**config.mk**
```make
export PLATFORM = sky130hd
export DESIGN_NAME = srw_supervisor
export DESIGN_NICKNAME = d
export VERILOG_FILES = /design/src/logic/srw_sync.v /design/src/logic/srw_mscount.v /design/src/logic/srw_supervisor.v
export VERILOG_INCLUDE_DIRS = /design/src /design/src/logic
export SDC_FILE = /design/constraint.sdc
export NUM_CORES = 1
export LEC_CHECK = 0
export ABC_AREA = 1
export BUFFER_PORTS_ARGS = -buffer_cell sky130_fd_sc_hd__clkbuf_2
export CAP_MARGIN = 30
export CELL_PAD_IN_SITES_DETAIL_PLACEMENT = 0
export CELL_PAD_IN_SITES_GLOBAL_PLACEMENT = 1
export CORE_MARGIN = 2
export CORE_UTILIZATION = 45
export DETAILED_ROUTE_END_ITERATION = 16
export PLACE_DENSITY_LB_ADDON = 0.1
export SLEW_MARGIN = 10
export SYNTH_ARGS = -nofsm -noshare
export SYNTH_HDL_FRONTEND = slang
export SYNTH_HIERARCHICAL = 1
export SYNTH_SLANG_ARGS = --single-unit
```
**constraint.sdc**
```tcl
create_clock -name CLK -period 3.4 [get_ports CLK]
set_clock_uncertainty 0.1 [all_clocks]
set_input_delay 0.34 -clock CLK [delete_from_list [all_inputs] [get_ports CLK]]
set_output_delay 0.34 -clock CLK [all_outputs]
set_load 0.005 [all_outputs]
```
**src/logic/srw_consts.vh**
```
// constants shared by the supervisor, watchdog and serial front end
`ifndef SRW_CONSTS_VH
`define SRW_CONSTS_VH

`define SRW_CLK_HZ          40000000
`define SRW_STRETCH_MS      11'h0C8
`define SRW_WD_LONG_MS      11'h578
`define SRW_WD_MID_MS       11'h258
`define SRW_WD_SHORT_MS     11'h0C8
`define SRW_TICK_US         1000
`define SRW_TICK_CYCLES     ((`SRW_CLK_HZ / 1000000) * `SRW_TICK_US)
`define SRW_MS_W            11

`define SRW_SR_LOCK_BIT     7
`define SRW_SR_FLAG_BIT     6
`define SRW_SR_PER_HI_BIT   5
`define SRW_SR_PER_LO_BIT   4
`define SRW_SR_BLK_HI_BIT   3
`define SRW_SR_BLK_LO_BIT   2
`define SRW_SR_WEL_BIT      1
`define SRW_SR_BUSY_BIT     0
`define SRW_SR_RESET        8'h30

`define SRW_PER_LONG        2'h0
`define SRW_PER_MID         2'h1
`define SRW_PER_SHORT       2'h2
`define SRW_PER_OFF         2'h3

`define SRW_OP_WREN         8'h06
`define SRW_OP_SFLB         8'h00
`define SRW_OP_WRDI         8'h04
`define SRW_OP_RDSR         8'h05
`define SRW_OP_WRSR         8'h01

`endif

```
**src/logic/srw_sync.v**
```verilog
// two flip-flop synchroniser for one asynchronous level
`timescale 1ns/100ps
module srw_sync (
    input  wire CLK,
    input  wire SRST,
    input  wire RST_VAL,
    input  wire D,
    output reg  Q
);
    reg meta;

    // meta feeds only the second stage
    always @(posedge CLK) begin
        if (SRST) begin
            // both stages load the caller's safe level, so no false edge follows reset
            meta <= RST_VAL;
            Q    <= RST_VAL;
        end else begin
            meta <= D;
            Q    <= meta;
        end
    end
endmodule // srw_sync

```
**src/logic/srw_mscount.v**
```verilog
// millisecond counter that restarts on demand and flags a limit
`timescale 1ns/100ps
`include "srw_consts.vh"
module srw_mscount (
    input  wire                   CLK,
    input  wire                   SRST,
    input  wire                   TICK,
    input  wire                   CLEAR,
    input  wire [`SRW_MS_W-1:0]   LIMIT,
    output wire                   DONE
);
    reg [`SRW_MS_W-1:0] count;

    assign DONE = (count >= LIMIT);

    // saturates at the limit so a held condition stays flagged
    always @(posedge CLK) begin
        if (SRST || CLEAR) begin
            count <= {`SRW_MS_W{1'b0}};
        end else if (TICK && !DONE) begin
            count <= count + {{(`SRW_MS_W-1){1'b0}}, 1'b1};
        end
    end
endmodule // srw_mscount

```
**src/logic/srw_supervisor.v**
```verilog
// supervisor: power reset stretch, watchdog and status-register serial front end
//
// Operation
// - select high: output released, device in standby unless writing
// - select low: device active and accepts serial traffic
// - no operation until first falling select edge after power-up
// - every falling select edge restarts the watchdog count
// - no falling edge within the timeout drives reset active
// - select held constant high or low past timeout forces reset
// - input sampled on serial clock rise, most significant bit first
// - output changes on serial clock fall, driven both levels
// - reset active while supply is below trip level, polarity by variant
// - reset held 200ms after supply recovers; a dip restarts it
// - power-up reset held 200ms after supply is stable
// - reset stays asserted as supply falls down to 1V
// - serial instructions ignored while reset is active
// - two status bits select the watchdog period
// - period bits locked while protect pin low and lock bit set
// - same lock guards the block-protection bits
// - period codes: 1.4s, 600ms, 200ms, or disabled (default)
// - lock bit 7, period bits 5 and 4
`timescale 1ns/100ps
`include "srw_consts.vh"
module srw_supervisor #(
    parameter ACTIVE_HIGH_RESET = 0,
    parameter TICK_CYCLES       = `SRW_TICK_CYCLES
) (
    input  wire       CLK,
    input  wire       SRST,
    input  wire       SUPPLY_LOW,
    input  wire       SELECT_AND_KICK_INPUT_N,
    input  wire       SCK,
    input  wire       SI,
    input  wire       WRITE_PROTECT_N,
    input  wire       NV_WRITE_BUSY,
    input  wire [7:0] SR_INIT,
    output reg        SO_OUT,
    output wire       SO_OE,
    output wire       RESET_OUT,
    output wire       RESET_OE,
    output wire       STANDBY,
    output wire [7:0] STATUS_REG,
    output reg        WD_EXPIRED
);
    localparam ST_IDLE = 2'h0;
    localparam ST_CMD  = 2'h1;
    localparam ST_RD   = 2'h2;
    localparam ST_WR   = 2'h3;

    wire       sel_n;
    wire       sck_s;
    wire       si_s;
    wire       low_s;
    reg        sel_n_d;
    reg        sck_d;
    reg [1:0]  state;
    reg [2:0]  bit_cnt;
    reg [7:0]  shift;
    reg [7:0]  status;
    reg [7:0]  out_sr;
    reg        armed;
    reg        in_reset;
    reg [31:0] tick_cnt;
    reg        tick;
    reg        loaded;
    reg [`SRW_MS_W-1:0] wd_limit;
    wire       stretch_done;
    wire       wd_done;
    wire       fall_sel;
    wire       sck_rise;
    wire       sck_fall;
    wire       locked;
    wire       wd_off;
    wire [7:0] next_byte;
    wire       wp_n_s;
    wire       wd_trip;
    reg        low_power;

    // every pin from the outside except NV_WRITE_BUSY and SR_INIT passes two flops first
    // select resets to "selected": a select already low at power-up is not a fall
    srw_sync u_sync_sel (
        .CLK     (CLK),
        .SRST    (SRST),
        .RST_VAL (1'b1),
        .D       (~SELECT_AND_KICK_INPUT_N),
        .Q       (sel_n)
    );
    srw_sync u_sync_sck (
        .CLK     (CLK),
        .SRST    (SRST),
        .RST_VAL (1'b0),
        .D       (SCK),
        .Q       (sck_s)
    );
    srw_sync u_sync_si (
        .CLK     (CLK),
        .SRST    (SRST),
        .RST_VAL (1'b0),
        .D       (SI),
        .Q       (si_s)
    );
    srw_sync u_sync_low (
        .CLK     (CLK),
        .SRST    (SRST),
        .RST_VAL (1'b0),
        .D       (~SUPPLY_LOW),
        .Q       (low_s)
    );
    // protect pin resets to the protecting level, so a set lock holds from the start
    srw_sync u_sync_wp (
        .CLK     (CLK),
        .SRST    (SRST),
        .RST_VAL (1'b0),
        .D       (WRITE_PROTECT_N),
        .Q       (wp_n_s)
    );
    // the select and supply synchronisers hold inverted senses so reset reads safe:
    // sel_n here is "selected", low_s is "supply good"

    assign fall_sel = sel_n & ~sel_n_d;       // high-to-low on the pin
    assign sck_rise = sck_s & ~sck_d;
    assign sck_fall = ~sck_s & sck_d;
    assign wd_off   = (status[`SRW_SR_PER_HI_BIT:`SRW_SR_PER_LO_BIT] == `SRW_PER_OFF);
    assign locked   = ~wp_n_s & status[`SRW_SR_LOCK_BIT];
    // expiry counts only once: the reset it causes clears the counter behind it
    assign wd_trip  = wd_done & ~wd_off & ~in_reset;
    assign next_byte = {shift[6:0], si_s};

    // edge history registers
    always @(posedge CLK) begin
        if (SRST) begin
            sel_n_d <= 1'b1;                  // matches the select synchroniser reset
            sck_d   <= 1'b0;
        end else begin
            sel_n_d <= sel_n;
            sck_d   <= sck_s;
        end
    end

    // one free-running millisecond time base serves every timer
    always @(posedge CLK) begin
        if (SRST) begin
            tick_cnt <= 32'h00000000;
            tick     <= 1'b0;
        end else if (tick_cnt >= TICK_CYCLES - 1) begin
            tick_cnt <= 32'h00000000;
            tick     <= 1'b1;
        end else begin
            tick_cnt <= tick_cnt + 32'h00000001;
            tick     <= 1'b0;
        end
    end

    // reset stretch: restarted by every low-supply sample, so dips rearm it;
    // a watchdog trip restarts it too, so that reset lasts as long as a power reset
    srw_mscount u_stretch (
        .CLK   (CLK),
        .SRST  (SRST),
        .TICK  (tick),
        .CLEAR (~low_s | wd_trip),
        .LIMIT (`SRW_STRETCH_MS),
        .DONE  (stretch_done)
    );

    // period decode from the two status bits
    always @* begin
        case (status[`SRW_SR_PER_HI_BIT:`SRW_SR_PER_LO_BIT])
            `SRW_PER_LONG:  wd_limit = `SRW_WD_LONG_MS;
            `SRW_PER_MID:   wd_limit = `SRW_WD_MID_MS;
            `SRW_PER_SHORT: wd_limit = `SRW_WD_SHORT_MS;
            default:        wd_limit = {`SRW_MS_W{1'b1}};
        endcase
    end

    // watchdog counts while select is constant, either level; kicks restart it
    srw_mscount u_watchdog (
        .CLK   (CLK),
        .SRST  (SRST),
        .TICK  (tick),
        .CLEAR (fall_sel | in_reset | wd_off),
        .LIMIT (wd_limit),
        .DONE  (wd_done)
    );

    // reset source: supply low, stretch running, or watchdog expiry.
    // a supply below 1V cannot run this logic, so the open-drain pull is held
    // by the pin's own weak-pull default there; above 1V we drive it
    always @(posedge CLK) begin
        if (SRST) begin
            in_reset   <= 1'b1;
            WD_EXPIRED <= 1'b0;
        end else begin
            // set wins over clear; the flag stands for the whole stretched reset
            if (wd_trip) begin
                WD_EXPIRED <= 1'b1;
            end else if (~in_reset || ~low_s) begin
                WD_EXPIRED <= 1'b0;
            end
            if (~low_s || ~stretch_done) begin
                in_reset <= 1'b1;
            end else if (wd_done && !wd_off) begin
                in_reset <= 1'b1;
            end else begin
                in_reset <= 1'b0;
            end
        end
    end

    // open-drain style pin: active level is variant-selected
    assign RESET_OUT = (ACTIVE_HIGH_RESET != 0) ? in_reset : ~in_reset;
    assign RESET_OE  = in_reset;

    // first falling select edge after power-up arms the serial port
    always @(posedge CLK) begin
        if (SRST) begin
            armed <= 1'b0;
        end else if (fall_sel) begin
            armed <= 1'b1;
        end
    end

    // status register held in flops; nonvolatile value loaded once after reset
    // serial engine: opcode, then status read or write
    always @(posedge CLK) begin
        if (SRST) begin
            state   <= ST_IDLE;
            bit_cnt <= 3'h0;
            shift   <= 8'h00;
            out_sr  <= 8'h00;
            SO_OUT  <= 1'b0;
            status  <= `SRW_SR_RESET;
            loaded  <= 1'b0;
        end else begin
            if (!loaded) begin
                status <= SR_INIT & 8'hBC;    // volatile bits start clear
                loaded <= 1'b1;
            end
            status[`SRW_SR_BUSY_BIT] <= NV_WRITE_BUSY;
            if (!sel_n) begin
                state   <= ST_IDLE;
                bit_cnt <= 3'h0;
            end else if (fall_sel) begin
                // armed rises on this same edge; no frame starts without a fall
                state   <= ST_CMD;
                bit_cnt <= 3'h0;
            end else if (state != ST_IDLE && sck_rise) begin
                shift   <= next_byte;
                bit_cnt <= bit_cnt + 3'h1;
                if (bit_cnt == 3'h7) begin
                    if (in_reset || !armed) begin
                        state <= ST_IDLE;
                    end else if (state == ST_CMD) begin
                        if (next_byte == `SRW_OP_RDSR) begin
                            state  <= ST_RD;
                            out_sr <= status;
                        end else if (next_byte == `SRW_OP_WRSR) begin
                            state <= status[`SRW_SR_WEL_BIT] ? ST_WR : ST_IDLE;
                        end else if (next_byte == `SRW_OP_WREN) begin
                            status[`SRW_SR_WEL_BIT] <= 1'b1;
                            state <= ST_IDLE;
                        end else if (next_byte == `SRW_OP_WRDI) begin
                            status[`SRW_SR_WEL_BIT]  <= 1'b0;
                            status[`SRW_SR_FLAG_BIT] <= 1'b0;
                            state <= ST_IDLE;
                        end else if (next_byte == `SRW_OP_SFLB) begin
                            status[`SRW_SR_FLAG_BIT] <= 1'b1;
                            state <= ST_IDLE;
                        end else begin
                            state <= ST_IDLE;
                        end
                    end else if (state == ST_WR) begin
                        if (!locked) begin
                            status[`SRW_SR_LOCK_BIT] <= next_byte[`SRW_SR_LOCK_BIT];
                            status[`SRW_SR_PER_HI_BIT:`SRW_SR_BLK_LO_BIT] <=
                                next_byte[`SRW_SR_PER_HI_BIT:`SRW_SR_BLK_LO_BIT];
                        end
                        status[`SRW_SR_WEL_BIT] <= 1'b0;
                        state <= ST_IDLE;
                    end else begin
                        out_sr <= status;     // repeated status reads
                    end
                end
            end else if (state == ST_RD && sck_fall) begin
                SO_OUT <= out_sr[3'h7 - bit_cnt];
            end
        end
    end

    // standby from a flop, so the pin does not glitch while select settles
    always @(posedge CLK) begin
        if (SRST) begin
            low_power <= 1'b0;
        end else begin
            low_power <= ~sel_n & ~NV_WRITE_BUSY;
        end
    end

    // output driven only while selected and reading
    assign SO_OE      = sel_n & (state == ST_RD) & ~in_reset;
    assign STANDBY    = low_power;
    assign STATUS_REG = status;
endmodule // srw_supervisor

```
==> impl_metrics.tcl, run 1 <==
set metrics [dict create \
    die_w_um 114 \
    grt_max_degree 24 \
    final-hold-violation-count 0 \
    start_util 0.457 \
    cp.buffers_inverters 2 \
    drcViolationCount 0 \
    totalNegativeSetupSlack_ps 0 \
    crit_path_top_delay_cell "dfxtp_1" \
    cts_max_path_buffers 2 \
    synthCells 763 \
    run_status "finished clean" \
    die_height_um 114 \
    grt_pass1_wl_um 18000 \
    finalCritPeriodShare 0.789 \
    layout-drive-gt1-share 0.138 \
    cts.repair_timing.setup_buffer_count 0 \
    post_synth_num_cell_types 40 \
    setup-violations-final 0 \
    grt_pass1_vias 4202 \
    syn_area_mm2 0.00544 \
    clk-insertion-delay-late_ps 350 \
    die-area_mm2 0.0130 \
    whs_ps 69.4 \
    cp-end-kind "register" \
    via_per_inst 4.61 \
    overflow 0 \
    total_leakage_power_nw 2.79 \
    drt-pass1-iter-count 4 \
    hpwl_um 7940 \
    grt_setup_unrepaired "no" \
    cts.htree.levels 3 \
    max_cap_viol_count 0 \
    synth-edff-count 0 \
    path_max_fanout 11 \
    port_buffers 26 \
    dominantRegCellSynth "dfxtp_1" \
    irDropWorstVdd_uv 339 \
    layout.nets 869 \
    yosysWarningCount 6 \
    asyncSetResetFlopFracSynth 0 \
    wl_um 10300 \
    first_iter_violations 161 \
    layout_commonest_cell "nand2_1" \
    numClockSinks 101 \
    worst_path_dominant_cell_family "simple AND/OR/NAND/NOR gates" \
    critPathLaunchType "register" \
    flow.area_growth_from_synthesis_pct 11.7 \
    cts_tree "built" \
    max_freq_mhz 373 \
    crit_path_max_incr_delay_ps 350 \
    cts.root.buffer_cell "clkbuf_16" \
    cts_made_buffers 9 \
    cts.hold.buffers_added 0 \
    timing_max_transition_violations_final 0 \
    transition_at_the_pin_with_the_smallest_max_transition_slack_ps 788 \
    antenna_left 0 \
    critical_path_required_ps 3590 \
    path_cells "ha_1 -> or2_2 -> inv_1 -> ha_1 -> nand2_1 -> nor2_4 -> nand2_2 -> nor2_1 -> nor2_1 -> nand2_1 -> nand3_1 -> nand2_1 -> nor2_1 -> buf_4 -> o21ai_1 -> nor2_1" \
    post_cts_resized 0 \
    most-common-layout-cells "nand2_1, nor2_1, dfxtp_1, inv_1, nand3_1" \
    layout.core_utilization 0.511 \
    initial_antenna_violation_count 0 \
    postSynthAreaPerCell_um2 7.13 \
    worst_max_slew_margin_expressed_relative_to_the_limit 0.473 \
    antenna-diode-count 0 \
    synth_seq_cells 101 \
    num_vias 4492 \
    fp.coreArea_mm2 0.0119 \
    power.density_mw_per_mm2 395 \
    ios 30 \
    synth.yosys.seq_area_share 0.371 \
    globalRouteTotalUtil 0.172 \
    row_count 40 \
    crit_path_category "register to register" \
    path_common_cell "nor2_1" \
    routabilityCongestion 0.763 \
    finalCriticalPeriod_ps 2680 \
    holdCritPathClass "primary input to register" \
    post_drt_wl_per_cell_um 10.6 \
    clkTransAtPathRegs_ps 70 \
    crit_arrival_ps 2870 \
]
[sequential cells by signal, indices dropped and copies added, names as in the netlist, 2 cells and up]
register	flops
state	2
u_watchdog/count	11
u_stretch/count	11
bit_cnt	3
tick_cnt	32
STATUS_REG	8
shift	7
out_sr	8
[synthesized netlist by cell type (4+ instances only)]
master,instances,area [um^2]
dfxtp_1,101,2020
o21ai_0,17,85.1
nand2_4,5,56.3
clkinv_1,4,15.0
nor2_4,7,78.8
nand2_1,176,661
buf_2,5,25.0
a21oi_1,21,105
nand3_1,56,280
nand4_1,9,56.3
nand3_2,5,50.1
xnor2_1,8,70.1
a21oi_2,18,158
nor2_1,140,526
buf_6,4,45.0
xor2_1,5,43.8
ha_1,31,388
nand2_2,11,68.8
inv_2,8,30.0
inv_1,98,368
nor2_2,6,37.5
[metal layers]
metal  GRT usage  vias up  wire [um]
met5           0        -          0
li1            -     2468          -
met4      0.0610        0        160
met1       0.206     1978       4910
met3      0.0372       13        249
met2       0.305       33       5020
[kinds of logic after synthesis]
family,synth area share
AOI/OAI and AO/OA,0.0768
xor gates and xnor gates,0.0209
adders and majority gates,0.0713
buffers and inverters,0.0968
DFF,0.371
other,0.00138
and+or+nand+nor,0.361
[area by class of cell]
class / instances / area, um^2
repair buffers: 28 / 145
well taps: 147 / 184
fillers: 1242 / 5830
inverters: 110 / 413
clock buffers: 9 / 225
multi-input cells: 572 / 3010
flip-flops and latches: 101 / 2020
clock inverters: 7 / 77.6
[worst register-to-register path, cell delays in order, from the launching register on]
cell and delay [ps]:
dfxtp_1 350, ha_1 310, or2_2 320, inv_1 60
ha_1 240, nand2_1 120, nor2_4 50, nand2_2 70
nor2_1 40, nor2_1 150, nand2_1 160, nand3_1 140
nand2_1 60, nor2_1 90, buf_4 200, o21ai_1 80
nor2_1 90
[path summary, 6_finish.rpt]
| check | slack [ps] | startpoint | end | cells past startpoint |
|---|---|---|---|---|
| hold / removal | 70 | SI | u_sync_si/meta | 3 |
| setup / recovery | 720 | STATUS_REG[4] | u_stretch/count[6] | 16 |
| hold reg to reg | 320 | u_sync_low/meta | u_sync_low/Q | 2 |
| setup reg to reg | 720 | STATUS_REG[4] | u_stretch/count[6] | 16 |
[power by group]
part | switching [mW] | internal [mW] | leakage [nW]
Sequential | 0.0212 | 1.21 | 0.827
Clock | 0.499 | 0.522 | 0.149
Combinational | 0.0921 | 0.0562 | 1.81
Total | 0.612 | 1.79 | 2.79
[through the flow]
stage | std cells | cell area [um^2] | power [mW] | setup slack [ps]
after CTS | 974 | 6080 | 2.45 | 708
after floorplan | 795 | 5560 | 1.37 | 990
after global placement | 958 | 5780 | 1.40 | 807
final | 974 | 6080 | 2.40 | 716
after detailed placement | 958 | 5780 | 1.41 | 743
after global routing | 974 | 6080 | 2.51 | 522
No activity file was read; power rests on OpenSTA's default activity.
==> run 2, diff against run 1 <==
- clock period: 3.4 -> 2.5 ns (I/O delays scaled with it)
==> impl_metrics.tcl, run 2 (synthesized netlist as in run 1, its figures left out) <==
set metrics [dict create \
    fillerInstances 1189 \
    layout.nets 891 \
    critical_path_required_ps 2640 \
    layout-drive-gt1-share 0.178 \
    fp.coreArea_mm2 0.0119 \
    post_drt_wl_per_cell_um 10.9 \
    cts.root.buffer_cell "clkbuf_16" \
    cts_tree "built" \
    number_of_flip_flops_in_the_largest_register 32 \
    die_w_um 114 \
    grt_max_degree 23 \
    total_leakage_power_nw 2.92 \
    power.density_mw_per_mm2 542 \
    via_per_inst 4.62 \
    antenna-diode-count 0 \
    layout.core_utilization 0.541 \
    port_buffers 26 \
    route.met2.wl_um 5380 \
    cts.htree.levels 3 \
    numClockSinks 101 \
    grt_pass1_vias 4343 \
    layout_commonest_cell "nand2_1" \
    grt_pass1_wl_um 18700 \
    wl_um 10800 \
    setup-violations-final 0 \
    overflow 0 \
    initial_antenna_violation_count 0 \
    clkTransAtPathRegs_ps 70 \
    finalCritPeriodShare 0.954 \
    hpwl_um 8180 \
    wirelength_met1_um 5000 \
    critPathLaunchType "register" \
    holdCritPathClass "primary input to register" \
    finalCriticalPeriod_ps 2390 \
    clk-insertion-delay-late_ps 340 \
    run_status "finished clean" \
    route.top_layer_used "met4" \
    num_vias 4603 \
    place_worst_setup_slack_ps -79.5 \
    final-seq-area_mm2 0.00203 \
    drt-pass1-iter-count 4 \
    top_register "tick_cnt" \
    row_count 40 \
    globalRouteTotalUtil 0.177 \
    cp-end-kind "register" \
    reg.largest.list "tick_cnt (32), u_stretch/count (11), u_watchdog/count (11)" \
    path_max_fanout 15 \
    p_total_mw 3.49 \
    timing_max_transition_violations_final 0 \
    crit_arrival_ps 2530 \
    drcViolationCount 0 \
    dp.cells 970 \
    max_freq_mhz 419 \
    start_util 0.457 \
    crit_path_category "register to register" \
    worst_slack_ps 114 \
    first_iter_violations 183 \
    final-hold-violation-count 0 \
    max_cap_viol_count 0 \
    ios 30 \
    detailroute.wirelength.met3_um 352 \
    most-common-layout-cells "nand2_1, nor2_1, dfxtp_1, inv_1, nand3_1" \
    irDropWorstVdd_uv 451 \
    die_height_um 114 \
    flow.area_growth_from_synthesis_pct 18.4 \
    antenna_left 0 \
    fin_cells 996 \
    cts_made_buffers 9 \
    die-area_mm2 0.0130 \
    routabilityCongestion 0.793 \
    totalNegativeSetupSlack_ps 0 \
    cts_max_path_buffers 2 \
    multi_input_logic_area_mm2 0.00313 \
]
-- run 2: cell count changes in the layout (fill, tap and decap cells not counted), moves of 3 or more --
cell,before,now
dlygate4sd3_1,0,4
inv_2,8,11
inv_1,98,94
ha_4,0,7
nor2_1,140,137
nor2_2,6,9
buf_4,2,17
ha_1,31,24
-- run 2: repair_timing --
action / 4_1_cts / 5_1_grt
setup buffers: 1 / 4
endpoints found under the setup margin: 21 / 22
hold buffers: 4 / 0
resized for setup: 6 / 26
gates cloned: 1 / 0
pin swaps: 5 / 14
hold endpoints to repair: 4 / 0
-- run 2: path summary, 6_finish.rpt --
check / from / end / slack [ps] / cells past startpoint
max: STATUS_REG[4] / u_watchdog/count[7] / 110 / 16
min: SELECT_AND_KICK_INPUT_N / u_sync_sel/meta / 40 / 4
max reg2reg: STATUS_REG[4] / u_watchdog/count[7] / 110 / 16
min reg2reg: u_sync_sel/meta / u_sync_sel/Q / 320 / 2
-- run 2: cell type report --
cell class | count | area share
Timing Repair Buffer | 50 | 0.0528
Multi-Input combinational cell | 572 | 0.486
Tap cell | 147 | 0.0285
Clock inverter | 7 | 0.0181
Inverter | 110 | 0.0645
Clock buffer | 9 | 0.0349
Sequential cell | 101 | 0.315
-- run 2: worst max-delay path: stages, from the launching register on --
cell	delay [ps]
dfxtp_4	380
inv_4	50
ha_4	270
inv_1	40
ha_1	360
nand2_4	70
nor2_4	120
nand2_2	80
buf_4	140
buf_4	120
clkinv_1	40
nand2_2	50
nand2_4	80
nor2_8	50
buf_12	140
a21oi_2	130
nor2_2	50
-- run 2: metrics by stage --
stage | instance area, um^2 | hold WS (ps)
2_1_floorplan | 5560 | 222
3_3_place_gp | 5870 | 307
3_5_place_dp | 5870 | 304
4_1_cts | 6270 | 29.8
5_1_grt | 6440 | 30.3
6_report | 6440 | 43.0
-- run 2: per-layer routing --
| metal | global-route usage | up-vias |
|---|---|---|
| met5 | 0 | - |
| met4 | 0.0390 | 0 |
| met3 | 0.0462 | 10 |
| met2 | 0.323 | 43 |
| met1 | 0.209 | 2050 |
| li1 | - | 2500 |
-- run 2: where the power goes --
part	leakage [nW]	internal, mW	total [mW]	switching [mW]
clock network	0.167	0.905	1.56	0.653
logic	1.93	0.111	0.257	0.146
registers	0.827	1.65	1.68	0.0284
total	2.92	2.67	3.49	0.827
